===== src/include/asm_pkg.sv =====
// Purpose: shared constants and types of the audio slot mapper
// Assumes: one clock, registers on page 0 of the control port
// Notes:   channels b, c, d are audio channels 2, 3, 4
package asm_pkg;

  // ==========================================================
  // register map
  localparam logic [7:0] PAGE_CFG     = 8'h00;
  localparam logic [7:0] OFS_CHAN_B   = 8'h0c;
  localparam logic [7:0] OFS_CHAN_C   = 8'h0d;
  localparam logic [7:0] OFS_CHAN_D   = 8'h0e;

  // ==========================================================
  // reset values
  localparam logic [7:0] RST_CHAN_B   = 8'h01;
  localparam logic [7:0] RST_CHAN_C   = 8'h02;
  localparam logic [7:0] RST_CHAN_D   = 8'h03;

  // ==========================================================
  // field layout
  localparam int SLOT_LSB  = 0;
  localparam int SLOT_MSB  = 5;
  localparam int HALF_BIT  = 5;
  localparam int LINE_BIT  = 6;
  localparam int RSVD_BIT  = 7;
  localparam logic [5:0] HALF_SLOTS = 6'h20;

  // ==========================================================
  // widths
  localparam int NUM_CH    = 3;
  localparam int SAMPLE_W  = 32;

  // frame formats, one-hot
  typedef enum logic [2:0] {
    ASM_FMT_TDM = 3'b001,
    ASM_FMT_I2S = 3'b010,
    ASM_FMT_LJ  = 3'b100
  } asm_fmt_e;

endpackage


===== src/core/asm_slot_mapper.sv =====
// Purpose: slot and output line mapping for audio channels 2 to 4
// Assumes: frame timing supplies a slot strobe with slot position
// Notes:   lowest channel wins if two share a slot on one line
//
// What this block does
// fields 0..31 are left slots 0..31
// fields 32..63 are right slots 0..31
// tdm slot index equals the field
// middle field values map linearly too
// line bit clear drives primary output
// line bit set drives secondary output
// slot bits 5:0, line bit 6, bit7 zero
// channel 3 resets to slot 2, primary
// channel 4 resets to slot 3, primary
// channel 2 resets to slot 1, primary
// software keeps slots unique per line
`timescale 1ns/10ps
module asm_slot_mapper (
  input  wire logic        clk_in,
  input  wire logic        reset_n_in,
  input  wire logic        reg_wr_en_in,
  input  wire logic        reg_rd_en_in,
  input  wire logic [7:0]  reg_page_in,
  input  wire logic [7:0]  reg_addr_in,
  input  wire logic [7:0]  reg_wdata_in,
  output logic      [7:0]  reg_rdata_out,
  output logic             reg_rd_valid_out,
  input  wire logic [2:0]  fmt_in,
  input  wire logic        slot_strobe_in,
  input  wire logic        frame_half_in,
  input  wire logic [5:0]  slot_pos_in,
  input  wire logic [31:0] chan_b_sample_in,
  input  wire logic [31:0] chan_c_sample_in,
  input  wire logic [31:0] chan_d_sample_in,
  output logic      [31:0] primary_serial_word_out,
  output logic             primary_serial_valid_out,
  output logic      [31:0] secondary_out_word_out,
  output logic             secondary_out_valid_out
);

  typedef struct packed {
    logic [7:0]  rdata;
    logic        rd_valid;
    logic [31:0] pri_word;
    logic        pri_valid;
    logic [31:0] sec_word;
    logic        sec_valid;
  } asm_map_s;

  asm_map_s state_r;
  asm_map_s state_nxt;

  // ==========================================================
  // register decode
  logic       page_ok;
  logic [2:0] wr_sel;
  logic [7:0] chan_b_value;
  logic [7:0] chan_c_value;
  logic [7:0] chan_d_value;

  assign page_ok   = (reg_page_in == asm_pkg::PAGE_CFG);
  assign wr_sel[0] = reg_wr_en_in && page_ok && (reg_addr_in == asm_pkg::OFS_CHAN_B);
  assign wr_sel[1] = reg_wr_en_in && page_ok && (reg_addr_in == asm_pkg::OFS_CHAN_C);
  assign wr_sel[2] = reg_wr_en_in && page_ok && (reg_addr_in == asm_pkg::OFS_CHAN_D);

  // ==========================================================
  // channel registers
  logic [5:0] chan_b_slot_index;
  logic [5:0] chan_c_slot_index;
  logic [5:0] chan_d_slot_index;
  logic       chan_b_line_select;
  logic       chan_c_line_select;
  logic       chan_d_line_select;

  asm_chan_reg #(.RST_VAL(asm_pkg::RST_CHAN_B)) u_reg_b (
    .clk_in          (clk_in),
    .reset_n_in      (reset_n_in),
    .wr_en_in        (wr_sel[0]),
    .wdata_in        (reg_wdata_in),
    .slot_index_out  (chan_b_slot_index),
    .line_select_out (chan_b_line_select),
    .value_out       (chan_b_value)
  );

  asm_chan_reg #(.RST_VAL(asm_pkg::RST_CHAN_C)) u_reg_c (
    .clk_in          (clk_in),
    .reset_n_in      (reset_n_in),
    .wr_en_in        (wr_sel[1]),
    .wdata_in        (reg_wdata_in),
    .slot_index_out  (chan_c_slot_index),
    .line_select_out (chan_c_line_select),
    .value_out       (chan_c_value)
  );

  asm_chan_reg #(.RST_VAL(asm_pkg::RST_CHAN_D)) u_reg_d (
    .clk_in          (clk_in),
    .reset_n_in      (reset_n_in),
    .wr_en_in        (wr_sel[2]),
    .wdata_in        (reg_wdata_in),
    .slot_index_out  (chan_d_slot_index),
    .line_select_out (chan_d_line_select),
    .value_out       (chan_d_value)
  );

  // ==========================================================
  // slot matching, one matcher per channel
  logic [2:0] hit;

  asm_slot_match u_match_b (
    .fmt_in        (fmt_in),
    .frame_half_in (frame_half_in),
    .slot_pos_in   (slot_pos_in),
    .slot_index_in (chan_b_slot_index),
    .hit_out       (hit[0])
  );

  asm_slot_match u_match_c (
    .fmt_in        (fmt_in),
    .frame_half_in (frame_half_in),
    .slot_pos_in   (slot_pos_in),
    .slot_index_in (chan_c_slot_index),
    .hit_out       (hit[1])
  );

  asm_slot_match u_match_d (
    .fmt_in        (fmt_in),
    .frame_half_in (frame_half_in),
    .slot_pos_in   (slot_pos_in),
    .slot_index_in (chan_d_slot_index),
    .hit_out       (hit[2])
  );

  // ==========================================================
  // line steering: split each hit by the channel's line bit
  logic [2:0]  on_sec;
  logic [2:0]  pri_hit;
  logic [2:0]  sec_hit;
  logic [31:0] sample [3];

  assign on_sec    = {chan_d_line_select, chan_c_line_select, chan_b_line_select};
  assign pri_hit   = hit & ~on_sec;
  assign sec_hit   = hit & on_sec;
  assign sample[0] = chan_b_sample_in;
  assign sample[1] = chan_c_sample_in;
  assign sample[2] = chan_d_sample_in;

  // ==========================================================
  // next state: register reads and slot words
  // a shared slot is undefined for software; the lowest channel
  // wins so the output stays a clean word, never an or of two
  always_comb begin
    state_nxt          = state_r;
    state_nxt.rd_valid = reg_rd_en_in;
    if (reg_rd_en_in) begin
      state_nxt.rdata = 8'h00; // unmapped page or offset
      if (page_ok) begin
        unique case (reg_addr_in)
          asm_pkg::OFS_CHAN_B: state_nxt.rdata = chan_b_value;
          asm_pkg::OFS_CHAN_C: state_nxt.rdata = chan_c_value;
          asm_pkg::OFS_CHAN_D: state_nxt.rdata = chan_d_value;
          default:             state_nxt.rdata = 8'h00;
        endcase
      end
    end
    state_nxt.pri_valid = slot_strobe_in && (|pri_hit);
    state_nxt.sec_valid = slot_strobe_in && (|sec_hit);
    if (slot_strobe_in) begin
      for (int i = asm_pkg::NUM_CH - 1; i >= 0; i--) begin
        if (pri_hit[i]) begin
          state_nxt.pri_word = sample[i];
        end
        if (sec_hit[i]) begin
          state_nxt.sec_word = sample[i];
        end
      end
    end
  end

  // state register
  always_ff @(posedge clk_in or negedge reset_n_in) begin
    if (!reset_n_in) begin
      state_r <= '0;
    end else begin
      state_r <= state_nxt;
    end
  end

  assign reg_rdata_out            = state_r.rdata;
  assign reg_rd_valid_out         = state_r.rd_valid;
  assign primary_serial_word_out  = state_r.pri_word;
  assign primary_serial_valid_out = state_r.pri_valid;
  assign secondary_out_word_out   = state_r.sec_word;
  assign secondary_out_valid_out  = state_r.sec_valid;

  // ==========================================================
  // assertions
  logic split_fmt;
  assign split_fmt = (fmt_in == asm_pkg::ASM_FMT_I2S) || (fmt_in == asm_pkg::ASM_FMT_LJ);

  property p_left_slot;
    @(posedge clk_in) disable iff (!reset_n_in)
    slot_strobe_in && split_fmt && !frame_half_in && !slot_pos_in[5]
      && !chan_b_line_select && (chan_b_slot_index == slot_pos_in)
    |=> primary_serial_valid_out && (primary_serial_word_out == $past(chan_b_sample_in));
  endproperty
  a_left_slot: assert property (p_left_slot) else $error("left slot not placed");

  property p_right_slot;
    @(posedge clk_in) disable iff (!reset_n_in)
    slot_strobe_in && split_fmt && frame_half_in && !slot_pos_in[5]
      && !chan_b_line_select && (chan_b_slot_index == (slot_pos_in + asm_pkg::HALF_SLOTS))
    |=> primary_serial_valid_out && (primary_serial_word_out == $past(chan_b_sample_in));
  endproperty
  a_right_slot: assert property (p_right_slot) else $error("right slot not placed");

  property p_tdm_slot;
    @(posedge clk_in) disable iff (!reset_n_in)
    slot_strobe_in && (fmt_in == asm_pkg::ASM_FMT_TDM)
      && !chan_b_line_select && (chan_b_slot_index == slot_pos_in)
    |=> primary_serial_valid_out && (primary_serial_word_out == $past(chan_b_sample_in));
  endproperty
  a_tdm_slot: assert property (p_tdm_slot) else $error("tdm slot not placed");

  property p_no_stray;
    @(posedge clk_in) disable iff (!reset_n_in)
    slot_strobe_in && (fmt_in == asm_pkg::ASM_FMT_TDM)
      && (chan_b_slot_index != slot_pos_in) && (chan_c_slot_index != slot_pos_in)
      && (chan_d_slot_index != slot_pos_in)
    |=> !primary_serial_valid_out && !secondary_out_valid_out;
  endproperty
  a_no_stray: assert property (p_no_stray) else $error("word in unowned slot");

  property p_primary_line;
    @(posedge clk_in) disable iff (!reset_n_in)
    slot_strobe_in && hit[1] && !hit[0] && !chan_c_line_select
    |=> primary_serial_valid_out && (primary_serial_word_out == $past(chan_c_sample_in));
  endproperty
  a_primary_line: assert property (p_primary_line) else $error("primary line missed");

  property p_secondary_line;
    @(posedge clk_in) disable iff (!reset_n_in)
    slot_strobe_in && hit[0] && chan_b_line_select
    |=> secondary_out_valid_out && (secondary_out_word_out == $past(chan_b_sample_in));
  endproperty
  a_secondary_line: assert property (p_secondary_line) else $error("secondary line missed");

  property p_readback;
    @(posedge clk_in) disable iff (!reset_n_in)
    reg_rd_en_in && page_ok && (reg_addr_in == asm_pkg::OFS_CHAN_D)
    |=> reg_rd_valid_out && !reg_rdata_out[asm_pkg::RSVD_BIT]
      && (reg_rdata_out[5:0] == $past(chan_d_slot_index))
      && (reg_rdata_out[6] == $past(chan_d_line_select));
  endproperty
  a_readback: assert property (p_readback) else $error("register readback wrong");

  // a write lands next cycle with the reserved bit dropped, so software sees it at once
  property p_write_lands;
    @(posedge clk_in) disable iff (!reset_n_in)
    wr_sel[2]
    |=> (chan_d_value == {1'b0, $past(reg_wdata_in[asm_pkg::LINE_BIT:asm_pkg::SLOT_LSB])});
  endproperty
  a_write_lands: assert property (p_write_lands) else $error("register write not stored");

  // a slot nobody owns must not disturb the word the host last saw
  property p_word_hold;
    @(posedge clk_in) disable iff (!reset_n_in)
    slot_strobe_in && !(|pri_hit)
    |=> !primary_serial_valid_out && $stable(primary_serial_word_out);
  endproperty
  a_word_hold: assert property (p_word_hold) else $error("primary word moved without owner");

  property p_reset_c;
    @(posedge clk_in) $rose(reset_n_in) |-> (chan_c_value == asm_pkg::RST_CHAN_C);
  endproperty
  a_reset_c: assert property (p_reset_c) else $error("channel 3 reset value wrong");

  property p_reset_d;
    @(posedge clk_in) $rose(reset_n_in) |-> (chan_d_value == asm_pkg::RST_CHAN_D);
  endproperty
  a_reset_d: assert property (p_reset_d) else $error("channel 4 reset value wrong");

  property p_reset_b;
    @(posedge clk_in) $rose(reset_n_in) |-> (chan_b_value == asm_pkg::RST_CHAN_B);
  endproperty
  a_reset_b: assert property (p_reset_b) else $error("channel 2 reset value wrong");

  // main scenarios
  property p_cov_tdm;
    @(posedge clk_in) disable iff (!reset_n_in)
    slot_strobe_in && (fmt_in == asm_pkg::ASM_FMT_TDM) && (|pri_hit);
  endproperty
  c_cov_tdm: cover property (p_cov_tdm);

  property p_cov_right;
    @(posedge clk_in) disable iff (!reset_n_in)
    slot_strobe_in && split_fmt && frame_half_in && (|hit);
  endproperty
  c_cov_right: cover property (p_cov_right);

  property p_cov_sec;
    @(posedge clk_in) disable iff (!reset_n_in)
    slot_strobe_in && (|sec_hit);
  endproperty
  c_cov_sec: cover property (p_cov_sec);

  property p_cov_lj;
    @(posedge clk_in) disable iff (!reset_n_in)
    slot_strobe_in && (fmt_in == asm_pkg::ASM_FMT_LJ) && (|hit);
  endproperty
  c_cov_lj: cover property (p_cov_lj);

endmodule // asm_slot_mapper


===== src/core/asm_chan_reg.sv =====
// Purpose: one per-channel slot and line control register
// Assumes: write strobe already decoded for this register
// Notes:   reserved bit is not stored and reads as zero
`timescale 1ns/10ps
module asm_chan_reg #(
  parameter logic [7:0] RST_VAL = 8'h00
) (
  input  wire logic       clk_in,
  input  wire logic       reset_n_in,
  input  wire logic       wr_en_in,
  input  wire logic [7:0] wdata_in,
  output logic      [5:0] slot_index_out,
  output logic            line_select_out,
  output logic      [7:0] value_out
);

  typedef struct packed {
    logic [5:0] slot;
    logic       line;
  } asm_creg_s;

  asm_creg_s state_r;
  asm_creg_s state_nxt;

  // ==========================================================
  // next state: software write replaces both fields
  always_comb begin
    state_nxt = state_r;
    if (wr_en_in) begin
      state_nxt.slot = wdata_in[asm_pkg::SLOT_MSB:asm_pkg::SLOT_LSB];
      state_nxt.line = wdata_in[asm_pkg::LINE_BIT];
    end
  end

  // reset loads the channel's own default slot, primary line
  always_ff @(posedge clk_in or negedge reset_n_in) begin
    if (!reset_n_in) begin
      state_r.slot <= RST_VAL[asm_pkg::SLOT_MSB:asm_pkg::SLOT_LSB];
      state_r.line <= RST_VAL[asm_pkg::LINE_BIT];
    end else begin
      state_r <= state_nxt;
    end
  end

  assign slot_index_out  = state_r.slot;
  assign line_select_out = state_r.line;
  // reserved top bit reads zero
  assign value_out       = {1'b0, state_r.line, state_r.slot};

endmodule // asm_chan_reg


===== src/core/asm_slot_match.sv =====
// Purpose: decide whether a channel owns the slot now on the wire
// Assumes: slot position counts from 0 within a half in i2s and lj
// Notes:   pure combinational, no state
`timescale 1ns/10ps
module asm_slot_match (
  input  wire logic [2:0] fmt_in,
  input  wire logic       frame_half_in,
  input  wire logic [5:0] slot_pos_in,
  input  wire logic [5:0] slot_index_in,
  output logic            hit_out
);

  // ==========================================================
  // slot decode: tdm is linear, i2s and lj split on the top bit
  function automatic logic slot_hit(
    input logic [2:0] fmt,
    input logic       half,
    input logic [5:0] pos,
    input logic [5:0] idx
  );
    logic r;
    r = 1'b0;
    unique case (fmt)
      asm_pkg::ASM_FMT_TDM: begin
        r = (pos == idx);
      end
      asm_pkg::ASM_FMT_I2S, asm_pkg::ASM_FMT_LJ: begin
        // field 0..31 is left, 32..63 is right slot 0..31
        r = !pos[asm_pkg::HALF_BIT]
            && (half == idx[asm_pkg::HALF_BIT])
            && (pos[4:0] == idx[4:0]);
      end
      default: begin
        r = 1'b0; // illegal format code places nothing
      end
    endcase
    return r;
  endfunction

  assign hit_out = slot_hit(fmt_in, frame_half_in, slot_pos_in, slot_index_in);

endmodule // asm_slot_match


===== config.mk =====
export PLATFORM = sky130hd
export DESIGN_NAME = asm_slot_mapper
export DESIGN_NICKNAME = d
export VERILOG_FILES = /design/src/include/asm_pkg.sv /design/src/core/asm_slot_mapper.sv /design/src/core/asm_chan_reg.sv /design/src/core/asm_slot_match.sv
export SDC_FILE = /design/constraint.sdc
export NUM_CORES = 1
export LEC_CHECK = 0
export ABC_CLOCK_PERIOD_IN_PS = 2300
export BUFFER_PORTS_ARGS = -buffer_cell sky130_fd_sc_hd__buf_2
export CELL_PAD_IN_SITES_DETAIL_PLACEMENT = 0
export CELL_PAD_IN_SITES_GLOBAL_PLACEMENT = 1
export CORE_UTILIZATION = 36
export DETAILED_ROUTE_END_ITERATION = 8
export PLACE_DENSITY = 0.9
export SETUP_SLACK_MARGIN = 0.1
export SLEW_MARGIN = 20
export SYNTH_ARGS = -nofsm -noshare
export SYNTH_HDL_FRONTEND = slang
export SYNTH_SLANG_ARGS = --single-unit

===== constraint.sdc =====
create_clock -name clk_in -period 2.3 [get_ports clk_in]
set_input_delay 0.23 -clock clk_in [delete_from_list [all_inputs] [get_ports clk_in]]
set_output_delay 0.23 -clock clk_in [all_outputs]
set_load 0.05 [all_outputs]

==> impl_results.md <==
- Finished Layout Cells: 994
- Peak VDD IR: 0.000295 V
- CP delay by family, top: compound AO/OA/AOI/OAI gates
- Post-synth top area share: 41.4%
- Core area: 14700 µm²
- Ranking of synthesized cells by area: dfrtp_1, a32oi_1, o311ai_0
- Fraction of registers with async set/reset: 100%
- Clock power frac: 36.3%
- Part of the cycle the worst path needs: 97.3%
- DR pass1 iterations: 9
- Post-synth top cells: dfrtp_1, nand2_1, inv_1, nor2_1, nor3_1
- CP Capture Type: flip-flop
- Fin worst setup slack: 0.0611 ns
- Ys flop type: dfrtp_1
- Worst hold-check path type: input port to flip-flop
- CP Buf/Inv Count: 2
- Worst Path Required: 2.56 ns
- Placed cells: 972
- DRC viols: 16
- Final hold slack: 0.102 ns
- Syn nets: 734
- Failing checks: design-rule violations
- Highest Clock Rate: 447 MHz
- Clk_lat worst skew: 0.35 ns
- Grt total ovfl: 0
- Pleak: 0.00343 µW
- Worst EP arrival: 2.50 ns
- Largest stage delay, worst path: 0.51 ns
- Via density: 5.61
- Fin Clk Skew: 0.00744 ns
- Initial antenna violation count: 0
- Synth Register Bits: 95
- Layout cells sized above 1: 37.4%
- Die Area: 15800 µm²
- H-tree depth: 3
- Die X: 126 µm
- Global-route wire length before repair: 28400 µm
- Outcome: complete, but fails checks
- Vias in the first global route: 5386
- Synth warn: 0
- Port bufs: 207
- Root Driver: clkbuf_16
- Routed Antenna Nets: 0
- GRT Total Usage: 22.9%
- Startpoint types: flip-flop
- Starting Density: 37.4%
- Crit path kind: flip-flop to flip-flop
- IO Pins: 210
- Sequential area share after synthesis: 43.3%
- Final setup violation count: 0
- Reg power frac: 43.3%
- Fin crit period: 2.24 ns
- Mapped Cells: 599
- Count leader, synth: dfrtp_1
- Endpoints failing hold: 0
- Rows: 44
- Die Height: 126 µm
- Diode count: 0
- Final Max Tran Viols: 0
- CTS tree: done
- Max FO, Critical Path: 16
- Num Clock Sinks: 95
- Util after Layout: 50.1%
- Clk slew on worst S/H paths: 0.06 ns
- Deepest clock path buffer count: 2
- Largest net degree at the start of global routing: 68
- Syn Area/Cell: 9.19 µm²
- Detailed placer's ending HPWL: 12700 µm
- Switching Share: 31.5%
- P per Cell Area: 572 nW/µm²
- Number of synthesized flops with an enable pin: 0
- Area Growth Syn to Fin: 33.7%
- DRT iter0 DRCs: 340
- CP max-delay cell: or4b_4
- Top cell type by total area after synthesis: dfrtp_1
- Cell breakdown of the critical path: xnor2_2, or4b_4, a2111oi_4, buf_6, clkbuf_16, or3_1, o211ai_1, a32oi_1
- TritonCTS buffer count: 9
- WL per Instance: 18.5 µm
- Logic gate share of total power: 20.5%
- Psw: 1330 µW
- Max-Cap Viols: 0
- Int Pwr: 2880 µW
- Via count: 5581
- Area of the mapped netlist: 5500 µm²
- Unrepaired setup endpoints after global routing: yes
- Synth cell types: 44
- Layout net count: 940
- Pre-CTS WS: 0.0466 ns
- Total Routed Length: 18300 µm
- GP Congestion: 0.849
==> sequential cells by signal, indices dropped and copies added, names as in the netlist <==
register                  cells
u_reg_b.slot_index_out        6
secondary_out_word_out       32
reg_rdata_out                 7
primary_serial_word_out      32
u_reg_d.line_select_out       1
reg_rd_valid_out              1
primary_serial_valid_out      1
secondary_out_valid_out       1
u_reg_c.line_select_out       1
u_reg_b.line_select_out       1
u_reg_c.slot_index_out        6
u_reg_d.slot_index_out        6
==> placed cells by master, fill, tap and decap left out, types with 3 or more instances in the layout <==
master	instances
o311ai_0	19
nand3_1	3
buf_6	5
inv_1	40
xor2_1	12
o211ai_1	33
a32oi_1	31
nor2_1	37
dfrtp_1	91
mux2_2	21
xnor2_1	6
o311ai_1	13
buf_4	27
o22ai_1	7
a21oi_1	10
dfstp_2	4
a22o_1	7
nor3_1	35
o21a_1	33
or3_1	33
buf_2	206
clkbuf_16	11
nand2_1	73
buf_12	8
nor2b_1	4
==> path summary, 6_finish.rpt <==
path / startpoint / endpoint / slack [ns] / cells after the start
setup reg to reg: u_reg_c.slot_index_out[5]$_DFFE_PN0P_ / primary_serial_word_out[2]$_DFFE_PN0P_ / 0.06 / 8
hold reg to reg: secondary_out_word_out[5]$_DFFE_PN0P_ / secondary_out_word_out[5]$_DFFE_PN0P_ / 0.49 / 1
max in group asynchronous: reset_n_in / u_reg_d.slot_index_out[0]$_DFFE_PN1P_ / 1.20 / 3
hold / removal: reg_rd_en_in / reg_rd_valid_out$_DFF_PN0_ / 0.10 / 1
setup / recovery: u_reg_c.slot_index_out[5]$_DFFE_PN0P_ / primary_serial_word_out[2]$_DFFE_PN0P_ / 0.06 / 8
min in group asynchronous: reset_n_in / primary_serial_word_out[13]$_DFFE_PN0P_ / 0.35 / 2
==> power groups by stage <==
stage               Combinational [µW]  Clock (µW)  Sequential (µW)
global route                       913        1650             1830
finish                             862        1530             1820
detailed placement                 854           0             1850
global placement                   847           0             1850
floorplan                          148           0             2200
CTS                                858        1570             1820
==> what timing repair did <==
action	CTS	global route
gates cloned	0	2
hold buffers	1	0
hold endpoints to repair	26	0
resized for setup	10	13
buffers inserted	0	3
pin swaps	2	27
endpoints found under the setup margin	39	64
==> kinds of logic after synthesis <==
group | Yosys count | share of synthesized area (%)
simple gates | 203 | 17.6
compound gates | 166 | 24.4
buf+inv | 94 | 7.34
mux | 21 | 4.30
xor+xnor | 19 | 3.02
flops | 95 | 43.3
other cells | 1 | 0.0681
==> per-layer routing <==
metal	global-route usage, %	up-vias	routed length (µm)
li1	-	2613	-
met1	29.8	2652	7690
met2	36.5	267	8700
met3	3.65	49	1250
met4	12.3	0	705
met5	0	-	0
==> worst reg2reg max path, cell delays in order, from the launching register on <==
cell	delay [ns]
dfrtp_1	0.41
xnor2_2	0.13
or4b_4	0.51
a2111oi_4	0.33
buf_6	0.18
clkbuf_16	0.18
or3_1	0.11
o211ai_1	0.09
a32oi_1	0.21
==> cell type report <==
cell class	count	area (µm²)
timing repair buffer	249	1510
clock inverter	5	56.3
tap	184	230
clock buffer	11	243
multi-input combinational	410	2790
fill	1400	7340
inverter	40	150
sequential	95	2380
==> metrics by stage <==
stage | area, µm² | total power, µW | setup TNS, ns
after floorplan | 5500 | 2350 | 0
after global placement | 6930 | 2700 | 0
after detailed placement | 6930 | 2710 | 0
after CTS | 7250 | 4250 | 0
after global routing | 7360 | 4400 | -0.734
final | 7360 | 4210 | 0
(Power assumes the default switching activity.)
